[src/id_gen_pkg.sv]
// Shared constants and types for the identification word generator
package id_gen_pkg;

    // Wishbone register byte offsets
    localparam logic [7:0] CTRL_OFS     = 8'h00;
    localparam logic [7:0] DEF_CH_OFS   = 8'h04;
    localparam logic [7:0] DEF_SPT_OFS  = 8'h08;
    localparam logic [7:0] TOTAL_OFS    = 8'h0C;
    localparam logic [7:0] CUR_CH_OFS   = 8'h10;
    localparam logic [7:0] CUR_SPT_OFS  = 8'h14;
    localparam logic [7:0] STRLEN_OFS   = 8'h18;
    localparam logic [7:0] STATUS_OFS   = 8'h1C;
    localparam logic [7:0] STRWR_OFS    = 8'h20;

    // Control register bits and reset values
    localparam int         CTRL_MULT_BIT = 0;
    localparam int         CTRL_SEC_BIT  = 1;
    localparam int         CTRL_APM_BIT  = 2;
    localparam logic [2:0] CTRL_RST      = 3'h6;

    // Identification word addresses
    localparam logic [7:0] W_GENCFG   = 8'h00;
    localparam logic [7:0] W_DEF_CYL  = 8'h01;
    localparam logic [7:0] W_DEF_HEAD = 8'h03;
    localparam logic [7:0] W_BPT      = 8'h04;
    localparam logic [7:0] W_BPS      = 8'h05;
    localparam logic [7:0] W_DEF_SPT  = 8'h06;
    localparam logic [7:0] W_TOT_MSW  = 8'h07;
    localparam logic [7:0] W_TOT_LSW  = 8'h08;
    localparam logic [7:0] W_SER_FST  = 8'h0A;
    localparam logic [7:0] W_SER_LST  = 8'h13;
    localparam logic [7:0] W_BUF_TYPE = 8'h14;
    localparam logic [7:0] W_BUF_SIZE = 8'h15;
    localparam logic [7:0] W_ECC      = 8'h16;
    localparam logic [7:0] W_FW_FST   = 8'h17;
    localparam logic [7:0] W_FW_LST   = 8'h1A;
    localparam logic [7:0] W_MDL_FST  = 8'h1B;
    localparam logic [7:0] W_MDL_LST  = 8'h2E;
    localparam logic [7:0] W_MAX_MULT = 8'h2F;
    localparam logic [7:0] W_DWORD    = 8'h30;
    localparam logic [7:0] W_CAPS     = 8'h31;
    localparam logic [7:0] W_PIO_TIM  = 8'h33;
    localparam logic [7:0] W_VALID    = 8'h35;
    localparam logic [7:0] W_CUR_CYL  = 8'h36;
    localparam logic [7:0] W_CUR_HEAD = 8'h37;
    localparam logic [7:0] W_CUR_SPT  = 8'h38;
    localparam logic [7:0] W_CAP_LSW  = 8'h39;
    localparam logic [7:0] W_CAP_MSW  = 8'h3A;
    localparam logic [7:0] W_MULT_SET = 8'h3B;
    localparam logic [7:0] W_LBA_LSW  = 8'h3C;
    localparam logic [7:0] W_LBA_MSW  = 8'h3D;
    localparam logic [7:0] W_ADV_PIO  = 8'h40;
    localparam logic [7:0] W_PIO_NOFC = 8'h43;
    localparam logic [7:0] W_PIO_FC   = 8'h44;
    localparam logic [7:0] W_SUP0     = 8'h52;
    localparam logic [7:0] W_SUP1     = 8'h53;
    localparam logic [7:0] W_SUP2     = 8'h54;
    localparam logic [7:0] W_ENA0     = 8'h55;
    localparam logic [7:0] W_ENA1     = 8'h56;
    localparam logic [7:0] W_ENA2     = 8'h57;
    localparam logic [7:0] W_TIDE     = 8'hA3;
    localparam logic [7:0] W_TPCM     = 8'hA4;
    localparam logic [7:0] W_LAST     = 8'hFF;

    // Fixed word values
    localparam logic [15:0] GENCFG_VAL  = 16'h0000;
    localparam logic [15:0] BPS_VAL     = 16'h0240;
    localparam logic [15:0] BUF_TYPE_V  = 16'h0002;
    localparam logic [15:0] BUF_SIZE_V  = 16'h0002;
    localparam logic [15:0] ECC_VAL     = 16'h0004;
    localparam logic [15:0] FW_VAL      = 16'h2020;
    localparam logic [15:0] MAX_MULT_V  = 16'h0001;
    localparam logic [15:0] DWORD_VAL   = 16'h0000;
    localparam logic [15:0] CAPS_VAL    = 16'h0200;
    localparam logic [15:0] PIO_TIM_V   = 16'h0200;
    localparam logic [15:0] VALID_VAL   = 16'h0003;
    localparam logic [7:0]  MULT_VALID  = 8'h01;
    localparam logic [7:0]  MULT_ONE    = 8'h01;
    localparam logic [7:0]  MULT_NONE   = 8'h00;
    localparam logic [15:0] ADV_PIO_V   = 16'h0003;
    localparam logic [15:0] PIO_CYC_V   = 16'h0078;
    localparam logic [15:0] SUP0_VAL    = 16'h706A;
    localparam logic [15:0] SUP1_VAL    = 16'h400C;
    localparam logic [15:0] SUP2_VAL    = 16'h4000;
    localparam logic [15:0] ENA0_VAL    = 16'h7068;
    localparam logic [15:0] ENA1_VAL    = 16'h0004;
    localparam logic [15:0] ENA2_VAL    = 16'h4000;
    localparam logic [15:0] TIDE_VAL    = 16'h0082;
    localparam logic [15:0] TPCM_VAL    = 16'h001B;
    localparam int          ENA0_SEC_BIT = 1;
    localparam int          ENA1_APM_BIT = 3;

    // String field geometry
    localparam logic [7:0]  SPACE_CHR   = 8'h20;
    localparam logic [4:0]  SER_BYTES   = 5'h14;
    localparam logic [5:0]  MDL_BYTES   = 6'h28;
    localparam logic [6:0]  MDL_BASE    = 7'h40;
    localparam int          MEM_AW      = 7;

    typedef struct packed {
        logic [15:0] cyl;
        logic [15:0] heads;
        logic [15:0] spt;
    } geom_t;

    typedef enum logic [1:0] {
        ST_IDLE  = 2'b00,
        ST_FETCH = 2'b01,
        ST_LOAD  = 2'b11,
        ST_SERVE = 2'b10
    } gen_state_t;

endpackage : id_gen_pkg

[src/identify_data_generator.sv]
// Identification block word generator with Wishbone configuration registers
`timescale 1ns/10ps
module identify_data_generator (
    input  wire logic        i_clk,
    input  wire logic        i_arst_n,
    input  wire logic        i_wb_cyc,
    input  wire logic        i_wb_stb,
    input  wire logic        i_wb_we,
    input  wire logic [7:0]  i_wb_adr,
    input  wire logic [3:0]  i_wb_sel,
    input  wire logic [31:0] i_wb_dat,
    output logic      [31:0] o_wb_dat,
    output logic             o_wb_ack,
    input  wire logic        i_id_start,
    input  wire logic        i_id_next,
    output logic      [15:0] o_id_data,
    output logic             o_id_valid,
    output logic             o_id_busy
);

    // Reset release synchroniser
    logic rst_meta_r;
    logic rst_n_r;

    always_ff @(posedge i_clk or negedge i_arst_n) begin
        if (!i_arst_n) begin
            rst_meta_r <= 1'b0;
            rst_n_r    <= 1'b0;
        end else begin
            rst_meta_r <= 1'b1;
            rst_n_r    <= rst_meta_r;
        end
    end

    // Configuration registers
    logic [2:0]              ctrl_r;
    id_gen_pkg::geom_t       def_geom_r;
    id_gen_pkg::geom_t       cur_geom_r;
    logic [31:0]             total_r;
    logic [4:0]              ser_len_r;
    logic [5:0]              mdl_len_r;

    // Bus decode
    wire        wb_req    = i_wb_cyc & i_wb_stb & ~o_wb_ack;
    wire        wb_wr     = i_wb_cyc & i_wb_stb & i_wb_we & o_wb_ack;
    wire        hit_ctrl  = (i_wb_adr == id_gen_pkg::CTRL_OFS);
    wire        hit_dch   = (i_wb_adr == id_gen_pkg::DEF_CH_OFS);
    wire        hit_dspt  = (i_wb_adr == id_gen_pkg::DEF_SPT_OFS);
    wire        hit_tot   = (i_wb_adr == id_gen_pkg::TOTAL_OFS);
    wire        hit_cch   = (i_wb_adr == id_gen_pkg::CUR_CH_OFS);
    wire        hit_cspt  = (i_wb_adr == id_gen_pkg::CUR_SPT_OFS);
    wire        hit_len   = (i_wb_adr == id_gen_pkg::STRLEN_OFS);
    wire        hit_stat  = (i_wb_adr == id_gen_pkg::STATUS_OFS);
    wire        hit_str   = (i_wb_adr == id_gen_pkg::STRWR_OFS);
    wire [31:0] bmask     = {{8{i_wb_sel[3]}}, {8{i_wb_sel[2]}},
                             {8{i_wb_sel[1]}}, {8{i_wb_sel[0]}}};
    wire        str_we    = wb_wr & hit_str & i_wb_sel[0] & i_wb_sel[1];

    function automatic logic [31:0] merge(input logic [31:0] old_v,
                                          input logic [31:0] new_v,
                                          input logic [31:0] m);
        merge = (old_v & ~m) | (new_v & m);
    endfunction : merge

    wire [31:0] ctrl_w    = {29'h0, ctrl_r};
    wire [31:0] dch_w     = {def_geom_r.heads, def_geom_r.cyl};
    wire [31:0] dspt_w    = {16'h0000, def_geom_r.spt};
    wire [31:0] cch_w     = {cur_geom_r.heads, cur_geom_r.cyl};
    wire [31:0] cspt_w    = {16'h0000, cur_geom_r.spt};
    wire [31:0] len_w     = {10'h0, mdl_len_r, 11'h0, ser_len_r};
    wire [31:0] ctrl_nxt  = merge(ctrl_w, i_wb_dat, bmask);
    wire [31:0] dch_nxt   = merge(dch_w, i_wb_dat, bmask);
    wire [31:0] dspt_nxt  = merge(dspt_w, i_wb_dat, bmask);
    wire [31:0] tot_nxt   = merge(total_r, i_wb_dat, bmask);
    wire [31:0] cch_nxt   = merge(cch_w, i_wb_dat, bmask);
    wire [31:0] cspt_nxt  = merge(cspt_w, i_wb_dat, bmask);
    wire [31:0] len_nxt   = merge(len_w, i_wb_dat, bmask);

    // Generator state
    id_gen_pkg::gen_state_t  state_r;
    logic [7:0]              widx_r;

    wire [31:0] status_w  = {15'h0, ctrl_r[id_gen_pkg::CTRL_MULT_BIT],
                             widx_r, 7'h0, o_id_busy};
    wire [31:0] rd_mux    = hit_ctrl ? ctrl_w   :
                            hit_dch  ? dch_w    :
                            hit_dspt ? dspt_w   :
                            hit_tot  ? total_r  :
                            hit_cch  ? cch_w    :
                            hit_cspt ? cspt_w   :
                            hit_len  ? len_w    :
                            hit_stat ? status_w : 32'h0000_0000;

    always_ff @(posedge i_clk or negedge rst_n_r) begin
        if (!rst_n_r) begin
            o_wb_ack <= 1'b0;
            o_wb_dat <= 32'h0000_0000;
        end else begin
            o_wb_ack <= wb_req;
            o_wb_dat <= (wb_req & ~i_wb_we) ? rd_mux : 32'h0000_0000;
        end
    end

    always_ff @(posedge i_clk or negedge rst_n_r) begin
        if (!rst_n_r) begin
            ctrl_r     <= id_gen_pkg::CTRL_RST;
            def_geom_r <= '0;
            cur_geom_r <= '0;
            total_r    <= 32'h0000_0000;
            ser_len_r  <= 5'h00;
            mdl_len_r  <= 6'h00;
        end else if (wb_wr) begin
            if (hit_ctrl) begin
                ctrl_r <= ctrl_nxt[2:0];
            end
            if (hit_dch) begin
                def_geom_r.cyl   <= dch_nxt[15:0];
                def_geom_r.heads <= dch_nxt[31:16];
            end
            if (hit_dspt) begin
                def_geom_r.spt <= dspt_nxt[15:0];
            end
            if (hit_tot) begin
                total_r <= tot_nxt;
            end
            if (hit_cch) begin
                cur_geom_r.cyl   <= cch_nxt[15:0];
                cur_geom_r.heads <= cch_nxt[31:16];
            end
            if (hit_cspt) begin
                cur_geom_r.spt <= cspt_nxt[15:0];
            end
            if (hit_len) begin
                ser_len_r <= (len_nxt[4:0] > id_gen_pkg::SER_BYTES) ?
                             id_gen_pkg::SER_BYTES : len_nxt[4:0];
                mdl_len_r <= (len_nxt[21:16] > id_gen_pkg::MDL_BYTES) ?
                             id_gen_pkg::MDL_BYTES : len_nxt[21:16];
            end
        end
    end

    // String field addressing
    wire       in_ser   = (widx_r >= id_gen_pkg::W_SER_FST) &&
                          (widx_r <= id_gen_pkg::W_SER_LST);
    wire       in_mdl   = (widx_r >= id_gen_pkg::W_MDL_FST) &&
                          (widx_r <= id_gen_pkg::W_MDL_LST);
    wire       in_fw    = (widx_r >= id_gen_pkg::W_FW_FST) &&
                          (widx_r <= id_gen_pkg::W_FW_LST);
    wire [7:0] ser_off  = 8'(widx_r - id_gen_pkg::W_SER_FST);
    wire [7:0] mdl_off  = 8'(widx_r - id_gen_pkg::W_MDL_FST);
    wire [6:0] ser_pos  = {ser_off[5:0], 1'b0};
    wire [6:0] mdl_pos  = {mdl_off[5:0], 1'b0};
    wire [6:0] ser_pad  = 7'(id_gen_pkg::SER_BYTES - ser_len_r);
    wire [6:0] ser_ch   = 7'(ser_pos - ser_pad);
    wire       ser_sp_h = (ser_pos < ser_pad);
    wire       ser_sp_l = (7'(ser_pos + 7'h01) < ser_pad);
    wire       mdl_sp_h = (mdl_pos >= {1'b0, mdl_len_r});
    wire       mdl_sp_l = (7'(mdl_pos + 7'h01) >= {1'b0, mdl_len_r});
    wire [6:0] mem_ra   = in_ser ? ser_ch : 7'(id_gen_pkg::MDL_BASE + mdl_pos);
    wire [6:0] mem_rb   = 7'(mem_ra + 7'h01);
    wire [7:0] mem_da;
    wire [7:0] mem_db;

    id_string_mem #(
        .AW        (id_gen_pkg::MEM_AW)
    ) u_str_mem (
        .i_clk     (i_clk),
        .i_we      (str_we),
        .i_waddr   (i_wb_dat[6:0]),
        .i_wdata   (i_wb_dat[15:8]),
        .i_raddr_a (mem_ra),
        .i_raddr_b (mem_rb),
        .o_rdata_a (mem_da),
        .o_rdata_b (mem_db)
    );

    wire [7:0] ser_hi   = ser_sp_h ? id_gen_pkg::SPACE_CHR : mem_da;
    wire [7:0] ser_lo   = ser_sp_l ? id_gen_pkg::SPACE_CHR : mem_db;
    wire [7:0] mdl_hi   = mdl_sp_h ? id_gen_pkg::SPACE_CHR : mem_da;
    wire [7:0] mdl_lo   = mdl_sp_l ? id_gen_pkg::SPACE_CHR : mem_db;

    wire [47:0] cap_full = 48'(cur_geom_r.cyl) *
                           48'(cur_geom_r.heads) *
                           48'(cur_geom_r.spt);
    wire [31:0] cur_cap  = cap_full[31:0];
    // even byte only 00h or 01h
    wire [7:0]  mult_lo  = ctrl_r[id_gen_pkg::CTRL_MULT_BIT] ?
                           id_gen_pkg::MULT_ONE : id_gen_pkg::MULT_NONE;
    wire [15:0] ena0_w   = id_gen_pkg::ENA0_VAL |
                           (16'(ctrl_r[id_gen_pkg::CTRL_SEC_BIT]) << id_gen_pkg::ENA0_SEC_BIT);
    wire [15:0] ena1_w   = id_gen_pkg::ENA1_VAL |
                           (16'(ctrl_r[id_gen_pkg::CTRL_APM_BIT]) << id_gen_pkg::ENA1_APM_BIT);

    logic [15:0] word_val;

    always_comb begin
        word_val = 16'h0000;
        if (in_ser) begin
            word_val = {ser_hi, ser_lo};
        end else if (in_mdl) begin
            word_val = {mdl_hi, mdl_lo};
        end else if (in_fw) begin
            word_val = id_gen_pkg::FW_VAL;
        end else begin
            case (widx_r)
                id_gen_pkg::W_GENCFG:   word_val = id_gen_pkg::GENCFG_VAL;
                id_gen_pkg::W_DEF_CYL:  word_val = def_geom_r.cyl;
                id_gen_pkg::W_DEF_HEAD: word_val = def_geom_r.heads;
                id_gen_pkg::W_BPS:      word_val = id_gen_pkg::BPS_VAL;
                id_gen_pkg::W_DEF_SPT:  word_val = def_geom_r.spt;
                id_gen_pkg::W_TOT_MSW:  word_val = total_r[31:16];
                id_gen_pkg::W_TOT_LSW:  word_val = total_r[15:0];
                id_gen_pkg::W_BUF_TYPE: word_val = id_gen_pkg::BUF_TYPE_V;
                id_gen_pkg::W_BUF_SIZE: word_val = id_gen_pkg::BUF_SIZE_V;
                id_gen_pkg::W_ECC:      word_val = id_gen_pkg::ECC_VAL;
                id_gen_pkg::W_MAX_MULT: word_val = id_gen_pkg::MAX_MULT_V;
                id_gen_pkg::W_DWORD:    word_val = id_gen_pkg::DWORD_VAL;
                id_gen_pkg::W_CAPS:     word_val = id_gen_pkg::CAPS_VAL;
                id_gen_pkg::W_PIO_TIM:  word_val = id_gen_pkg::PIO_TIM_V;
                id_gen_pkg::W_VALID:    word_val = id_gen_pkg::VALID_VAL;
                id_gen_pkg::W_CUR_CYL:  word_val = cur_geom_r.cyl;
                id_gen_pkg::W_CUR_HEAD: word_val = cur_geom_r.heads;
                id_gen_pkg::W_CUR_SPT:  word_val = cur_geom_r.spt;
                id_gen_pkg::W_CAP_LSW:  word_val = cur_cap[15:0];
                id_gen_pkg::W_CAP_MSW:  word_val = cur_cap[31:16];
                id_gen_pkg::W_MULT_SET: word_val = {id_gen_pkg::MULT_VALID, mult_lo};
                id_gen_pkg::W_LBA_LSW:  word_val = total_r[15:0];
                id_gen_pkg::W_LBA_MSW:  word_val = total_r[31:16];
                id_gen_pkg::W_ADV_PIO:  word_val = id_gen_pkg::ADV_PIO_V;
                id_gen_pkg::W_PIO_NOFC: word_val = id_gen_pkg::PIO_CYC_V;
                id_gen_pkg::W_PIO_FC:   word_val = id_gen_pkg::PIO_CYC_V;
                id_gen_pkg::W_SUP0:     word_val = id_gen_pkg::SUP0_VAL;
                id_gen_pkg::W_SUP1:     word_val = id_gen_pkg::SUP1_VAL;
                id_gen_pkg::W_SUP2:     word_val = id_gen_pkg::SUP2_VAL;
                id_gen_pkg::W_ENA0:     word_val = ena0_w;
                id_gen_pkg::W_ENA1:     word_val = ena1_w;
                id_gen_pkg::W_ENA2:     word_val = id_gen_pkg::ENA2_VAL;
                id_gen_pkg::W_TIDE:     word_val = id_gen_pkg::TIDE_VAL;
                id_gen_pkg::W_TPCM:     word_val = id_gen_pkg::TPCM_VAL;
                default:                word_val = 16'h0000;
            endcase
        end
    end

    // Word sequencer
    id_gen_pkg::gen_state_t  state_nxt;
    wire        last_word = (widx_r == id_gen_pkg::W_LAST);
    wire        consume   = (state_r == id_gen_pkg::ST_SERVE) && i_id_next;

    always_comb begin
        state_nxt = state_r;
        case (state_r)
            id_gen_pkg::ST_IDLE: begin
                if (i_id_start) begin
                    state_nxt = id_gen_pkg::ST_FETCH;
                end
            end
            id_gen_pkg::ST_FETCH: state_nxt = id_gen_pkg::ST_LOAD;
            id_gen_pkg::ST_LOAD:  state_nxt = id_gen_pkg::ST_SERVE;
            id_gen_pkg::ST_SERVE: begin
                if (i_id_next) begin
                    state_nxt = last_word ? id_gen_pkg::ST_IDLE : id_gen_pkg::ST_FETCH;
                end
            end
            default: state_nxt = id_gen_pkg::ST_IDLE;
        endcase
    end

    always_ff @(posedge i_clk or negedge rst_n_r) begin
        if (!rst_n_r) begin
            state_r <= id_gen_pkg::ST_IDLE;
        end else begin
            state_r <= state_nxt;
        end
    end

    always_ff @(posedge i_clk or negedge rst_n_r) begin
        if (!rst_n_r) begin
            widx_r <= 8'h00;
        end else if (state_r == id_gen_pkg::ST_IDLE) begin
            widx_r <= 8'h00;
        end else if (consume && !last_word) begin
            widx_r <= 8'(widx_r + 8'h01);
        end
    end

    always_ff @(posedge i_clk or negedge rst_n_r) begin
        if (!rst_n_r) begin
            o_id_data  <= 16'h0000;
            o_id_valid <= 1'b0;
            o_id_busy  <= 1'b0;
        end else begin
            o_id_busy <= (state_nxt != id_gen_pkg::ST_IDLE);
            if (state_r == id_gen_pkg::ST_LOAD) begin
                o_id_data  <= word_val;
                o_id_valid <= 1'b1;
            end else if (consume) begin
                o_id_valid <= 1'b0;
            end
        end
    end

endmodule : identify_data_generator

[src/id_string_mem.sv]
// Byte memory for serial and model strings, two registered read ports
`timescale 1ns/10ps
module id_string_mem #(
    parameter int AW = 7
) (
    input  wire logic          i_clk,
    input  wire logic          i_we,
    input  wire logic [AW-1:0] i_waddr,
    input  wire logic [7:0]    i_wdata,
    input  wire logic [AW-1:0] i_raddr_a,
    input  wire logic [AW-1:0] i_raddr_b,
    output logic      [7:0]    o_rdata_a,
    output logic      [7:0]    o_rdata_b
);

    logic [7:0] mem [0:(1<<AW)-1];

    always_ff @(posedge i_clk) begin
        if (i_we) begin
            mem[i_waddr] <= i_wdata;
        end
        o_rdata_a <= mem[i_raddr_a];
        o_rdata_b <= mem[i_raddr_b];
    end

endmodule : id_string_mem

[config.mk]
export PLATFORM = sky130hd
export DESIGN_NAME = identify_data_generator
export DESIGN_NICKNAME = d
export VERILOG_FILES = /design/src/id_gen_pkg.sv /design/src/identify_data_generator.sv /design/src/id_string_mem.sv
export SDC_FILE = /design/constraint.sdc
export NUM_CORES = 2
export LEC_CHECK = 0
export ABC_CLOCK_PERIOD_IN_PS = 6300
export BUFFER_PORTS_ARGS = -buffer_cell sky130_fd_sc_hd__buf_4
export CAP_MARGIN = 20
export CORE_MARGIN = 5
export CORE_UTILIZATION = 30
export CTS_CLUSTER_SIZE = 24
export DETAILED_ROUTE_END_ITERATION = 16
export PLACE_DENSITY = 0.43
export SLEW_MARGIN = 10
export SYNTH_ARGS = -nofsm -noshare
export SYNTH_HDL_FRONTEND = slang
export SYNTH_SLANG_ARGS = --single-unit
[constraint.sdc]
create_clock -name i_clk -period 6.3 [get_ports i_clk]
set_clock_uncertainty 0.15 [all_clocks]
set_input_delay 0.315 -clock i_clk [delete_from_list [all_inputs] [get_ports i_clk]]
set_output_delay 0.315 -clock i_clk [all_outputs]
set_load 0.005 [all_outputs]
# Word level (Yosys, flattened, before mapping)
# Memories as Yosys holds them, arrays and structs flattened. A register that Yosys moved wholly into a read port is not among the register bits.
# Cells that the tools add are included.
dict set report word_totals {
  register_bits 205
  mem_bits_rw 1024
  inputBits 51
  out_inout_bits 51
  word_cells 169
  n_memories 1
}
dict set report classes {
  add_sub_neg 9
  multipliers 2
  order_cmp 12
  n_eq_ne 44
  n_mux 31
  bitwise 26
  n_reduce_logical 25
}
# name depth width rd rd_ports_with_merged_regs write_ports line
set memory_table {}
lappend memory_table {u_str_mem.mem 128 8 2 2 1 id_string_mem.sv:16} ;# logic [7:0] mem [0:(1<<AW)-1];
# cell n
set op_table {}
lappend op_table {{one-hot mux 16 bit (25 select lines)} 1}
lappend op_table {{2-to-1 mux 32 bit} 6}
lappend op_table {{bitwise AND 32 bit} 4}
lappend op_table {{== test 8 x 6 -> 1 bit, second input constant} 13}
lappend op_table {{OR 32 bit} 3}
lappend op_table {{== test 8 x 7 -> 1 bit, second input constant} 9}
lappend op_table {{== test 8 x 5 -> 1 bit, second input constant} 7}
lappend op_table {{2-to-1 mux 16 bit} 3}
lappend op_table {{2-to-1 mux 8 bit} 6}
lappend op_table {{2-to-1 mux 22 bit} 2}
lappend op_table {{bitwise AND 16 bit} 2}
lappend op_table {{== test 8 x 3 -> 1 bit, second input constant} 4}
lappend op_table {{multiplier 16 x 16 -> 32 bit} 1}
lappend op_table {{multiplier 32 x 16 -> 32 bit} 1}
lappend op_table {{NOT 32 bit} 1}
lappend op_table {{OR 16 bit} 2}
lappend op_table {{== test 8 x 4 -> 1 bit, second input constant} 3}
lappend op_table {{== test 8 bit, second input constant} 3}
lappend op_table {{bitwise AND 22 bit} 1}
lappend op_table {{OR 22 bit} 1}
lappend op_table {{adder 7 x 1 -> 7 bit, second input constant} 3}
lappend op_table {{2-to-1 mux 17 bit} 1}
lappend op_table {{greater-or-equal comparator 8 x 5 -> 1 bit, second input constant} 2}
lappend op_table {{<= comparator 8 x 5 -> 1 bit, second input constant} 2}
lappend op_table {{other kinds (33)} 68}

# Logic depth before layout (Yosys ltp)
dict set report logic_depth {
  ltp_word 10
  ltp_mapped 49
  mapped_depth_nobuf 46
}

# By module
# From an unflattened synthesis, not the netlist that was laid out.
dict set report unflattened {
  cells_unflattened 5451
  area_unflattened_um2 78793.1
}
# module instances cells_per_inst area_each_um2
set by_module_without_submodules {}
lappend by_module_without_submodules {id_string_mem 1 2063 47848.4}
lappend by_module_without_submodules {identify_data_generator 1 3388 30944.7}

# Worst setup path after synthesis
# No wires, ideal clock.
dict set report synth_timing {
  path_kind {flip-flop to flip-flop}
  from {reg with a tool-made name}
  to {reg o_id_data[15]}
  setup_ns 0.118
  arrival_ns 11.576
  required_ns 6.032
  slack_ns -5.544
  stages_incl_launch_ff 43
  n_path_buf 2
  cell_sequence {dfrtp_1 > clkbuf_1 > clkbuf_1 > nand2_1 > fa_1 > fa_1 > inv_1 > fa_1 > inv_1 > fa_1 > fa_1 > fa_1 > inv_1 > ha_1 > a211oi_1 > o21bai_1 > a211oi_1 > o21ai_1 > [... 7 more ...] > inv_1 > fa_1 > inv_1 > fa_1 > fa_1 > fa_1 > xor2_1 > xnor2_1 > xnor2_1 > xnor2_1 > xnor3_1 > xnor3_1 > xnor2_1 > xor3_1 > xnor3_1 > xnor2_1 > a21oi_1 > nor2_1}
}
# element line
set synth_lines {}
lappend synth_lines {{end signal: assignment} identify_data_generator.sv:295} ;# o_id_data <= word_val;
lappend synth_lines {{end: declaration} identify_data_generator.sv:16} ;# output logic [15:0] o_id_data,

==> results.sh <==
export IMPL_die_x_um=524
export IMPL_fin_ws_ns=-4.72
export IMPL_crit_type="reg2reg"
export IMPL_design_die_area_mm2=0.275
export IMPL_drv_slew=0
export IMPL_ys_warn_count=0
export IMPL_synth_edf_count=1024
export IMPL_clock_fmax_mhz=90.7
export IMPL_pwr_share_comb_pct=29.8
export IMPL_setup_violations=16
export IMPL_status="complete, but fails checks"
export IMPL_p_leak_nw=35.6
export IMPL_io_pins=102
export IMPL_dr_pass1_iters=9
export IMPL_cts_tree="built"
export IMPL_cts_sinks=1245
export IMPL_power_share_switching_pct=33.4
export IMPL_vdd_drop_max_v=0.000335
export IMPL_antenna_found_initial=14
export IMPL_critical_path_required_ns=6.83
export IMPL_pwr_share_seq_pct=37.3
export IMPL_io_buffers=101
export IMPL_synth_seq_cells=1245
export IMPL_worstMarginPinSlew_ns=1.16
export IMPL_startpoint_type="flop"
export IMPL_grt_overflow=0
export IMPL_critPathMaxFanout=7
export IMPL_placed_cells=9631
export IMPL_crit_path_top_delay_cell="fa_1"
export IMPL_drc=0
export IMPL_vias_per_cell=5.20
export IMPL_synth_async_reset_ratio_pct=16.5
export IMPL_hold_path_class="in2reg"
export IMPL_hold_violations=0
export IMPL_yosysSeqAreaShare_pct=45.6
export IMPL_drive_gt1_share_pct=29.3
export IMPL_arrival_ns=11.56
export IMPL_p_switching_mw=8.20
export IMPL_synth_area_mm2=0.0793
export IMPL_powerDensity_mw_per_mm2=258
export IMPL_root_buffer="clkbuf_16"
export IMPL_endpoint_kind="flop"
export IMPL_rows=188
export IMPL_placeableCoreArea_mm2=0.263
export IMPL_grt_usage_pct=20.6
export IMPL_clkTransAtPathRegs_ns=0.06
export IMPL_vias=52000
export IMPL_max_stage_delay_ns=0.54
export IMPL_final_nets=7109
export IMPL_avgRoutedWirePerCell_um=28.3
export IMPL_die_h_um=524
export IMPL_ys_types=78
export IMPL_syn_inst=5820
export IMPL_wl_um=283000
export IMPL_synthToLayoutAreaGrowth_pct=19.8
export IMPL_drv_cap=0
export IMPL_period_share_pct=175
export IMPL_rsz0062_at_grt="yes"
export IMPL_finalNonFillerCells=9999
export IMPL_ant_nets=0
export IMPL_timing_slew_headroom_pct=22.9
export IMPL_p_int_mw=16.3
export IMPL_syn_nets=6560
export IMPL_cts_path_max_buffers=3
export IMPL_timing_final_crit_period_ns=11.02
export IMPL_whs_ns=0.0861
export IMPL_start_util_pct=30.2
export IMPL_first_iter_violations=4518
export IMPL_grt_max_degree=152
export IMPL_crit_top_cell="fa_1"
export IMPL_h_tree_depth=4
export IMPL_synth_area_per_cell_um2=13.6
export IMPL_hpwlAfterDp_um=205000
export IMPL_gp_congestion=0.893
export IMPL_cts_made_buffers=143
export IMPL_synth_flop_cell="edfxtp_1"
export IMPL_violations="negative setup slack"
export IMPL_pwr_share_clk_pct=32.9
export IMPL_grt_pass1_wl_um=410000
export IMPL_first_global_vias=55500
export IMPL_insertion_delay_ns=0.78
synth_stat cells, drive strengths merged, types with 114 or more instances:
master  instances  share of area [%]
edfxtp       1024                 39
inv           615                2.9
mux4          576                 16
nand2         518                2.5
fa            498                 13
clkbuf        288                1.4
nor2          284                1.3
and2          276                2.2
dfrtp         203                6.4
ha            191                3.0
a21oi         175                1.1
mux2          137                1.9
a211oi        118                1.1
o21ai         114               0.72
power by group through the flow:
| stage | clock, mW | combinational (mW) | sequential, mW |
|---|---|---|---|
| floorplan | 0 | 4.09 | 9.26 |
| detailed placement | 0 | 7.34 | 9.32 |
| global route | 8.61 | 7.65 | 9.16 |
| finish | 8.07 | 7.31 | 9.16 |
| global placement | 0 | 7.37 | 9.32 |
| CTS | 8.27 | 7.40 | 9.16 |
layout by cell type (no fill, tap or decap), types with 16 or more instances in the layout:
cell	n
fa_1	486
a221oi_1	28
a21o_1	31
buf_4	638
nand2b_1	29
dfrtp_2	22
clkbuf_16	149
mux2_2	137
a211oi_1	112
nand3_1	74
mux4_2	576
nor3_1	20
dlygate4sd3_1	45
buf_12	63
mux2i_1	79
clkinv_2	22
nor2_1	274
and3_1	25
ha_1	158
nand2_1	503
nor2b_1	84
a21oi_1	147
dfxtp_1	16
xnor2_2	18
a22oi_1	20
and2_1	265
buf_6	26
o21ai_0	73
dfrtp_1	180
inv_1	590
a21oi_2	21
o21ai_1	31
clkinv_1	28
clkbuf_1	32
xnor2_1	48
ha_4	30
inv_2	23
a222oi_1	35
edfxtp_1	1024
cell families (layout without fill, tap and decap cells):
logic type	count (synthesis)	after routing	synth area share [%]
flip-flops	1245	1245	45.6
buffers and inverters	991	1651	4.75
AO/OA/AOI/OAI	633	633	5.35
XOR/XNOR	95	95	1.18
multiplexers	792	792	19.3
adder cells (fa/ha/maj)	689	689	15.6
other	1	5	0.00473
AND/OR/NAND/NOR	1374	1374	8.20
per-layer routing:
layer / wire (µm) / track usage, % / vias up
met3: 13700 / 2.53 / 376
met2: 140000 / 35.3 / 1680
met1: 119000 / 27.3 / 27700
li1: - / - / 22300
met4: 10200 / 6.57 / 2
met5: 13 / 0 / -
final cells by class:
type | instances | area [µm²]
clock buffer | 183 | 3860
antenna | 4 | 10.0
tap | 3515 | 4400
clock inverter | 73 | 566
multi-input combinational | 3584 | 40800
fill | 25400 | 168000
inverter | 616 | 2330
timing repair buffer | 779 | 6880
sequential | 1245 | 36200
what timing repair did:
item,4_1_cts,5_1_grt
setup endpoints to repair,16,16
gates resized for setup,176,40
gates cloned,1,0
pin swaps,125,17
hold endpoints to repair,242,0
hold buffers,45,0
setup buffers,59,3
path summary, 6_finish.rpt:
path | end | slack, ns | cells past startpoint | from
min reg2reg | rst_n_r | 0.20 | 0 | rst_meta_r
max reg2reg | o_id_data[15] | -4.72 | 43 | flop
min | u_str_mem.mem[70][4] | 0.09 | 1 | i_wb_dat[12]
max | o_id_data[15] | -4.72 | 43 | flop
min in group asynchronous | rst_n_r | 0.25 | 3 | i_arst_n
max in group asynchronous | asynchronous set/reset pin | 4.28 | 1 | rst_n_r
worst max-delay path, delay by kind of cell, from the launching register on:
| family | cells | cell delay (ns) |
|---|---|---|
| XOR/XNOR | 11 | 2.04 |
| flip-flops | 1 | 0.53 |
| adder cells (fa/ha/maj) | 13 | 5.99 |
| AO/OA/AOI/OAI | 7 | 1.12 |
| AND/OR/NAND/NOR | 3 | 0.22 |
| buffers and inverters | 9 | 0.88 |
metrics by stage:
stage / util [%] / area [µm²] / total power [mW] / TNS [ns] / worst slack, ns
after floorplan: - / 80100 / 13.3 / -62.36 / -4.33
after global placement: 33.7 / 88600 / 16.7 / -78.93 / -5.55
after detailed placement: 33.8 / 88700 / 16.7 / -78.25 / -5.53
after CTS: 36.1 / 94800 / 24.8 / -72.06 / -4.80
after global routing: 36.2 / 95000 / 25.4 / -78.36 / -5.26
final: 36.2 / 95000 / 24.5 / -71.45 / -4.72
Power figures use the tool's default switching activity.
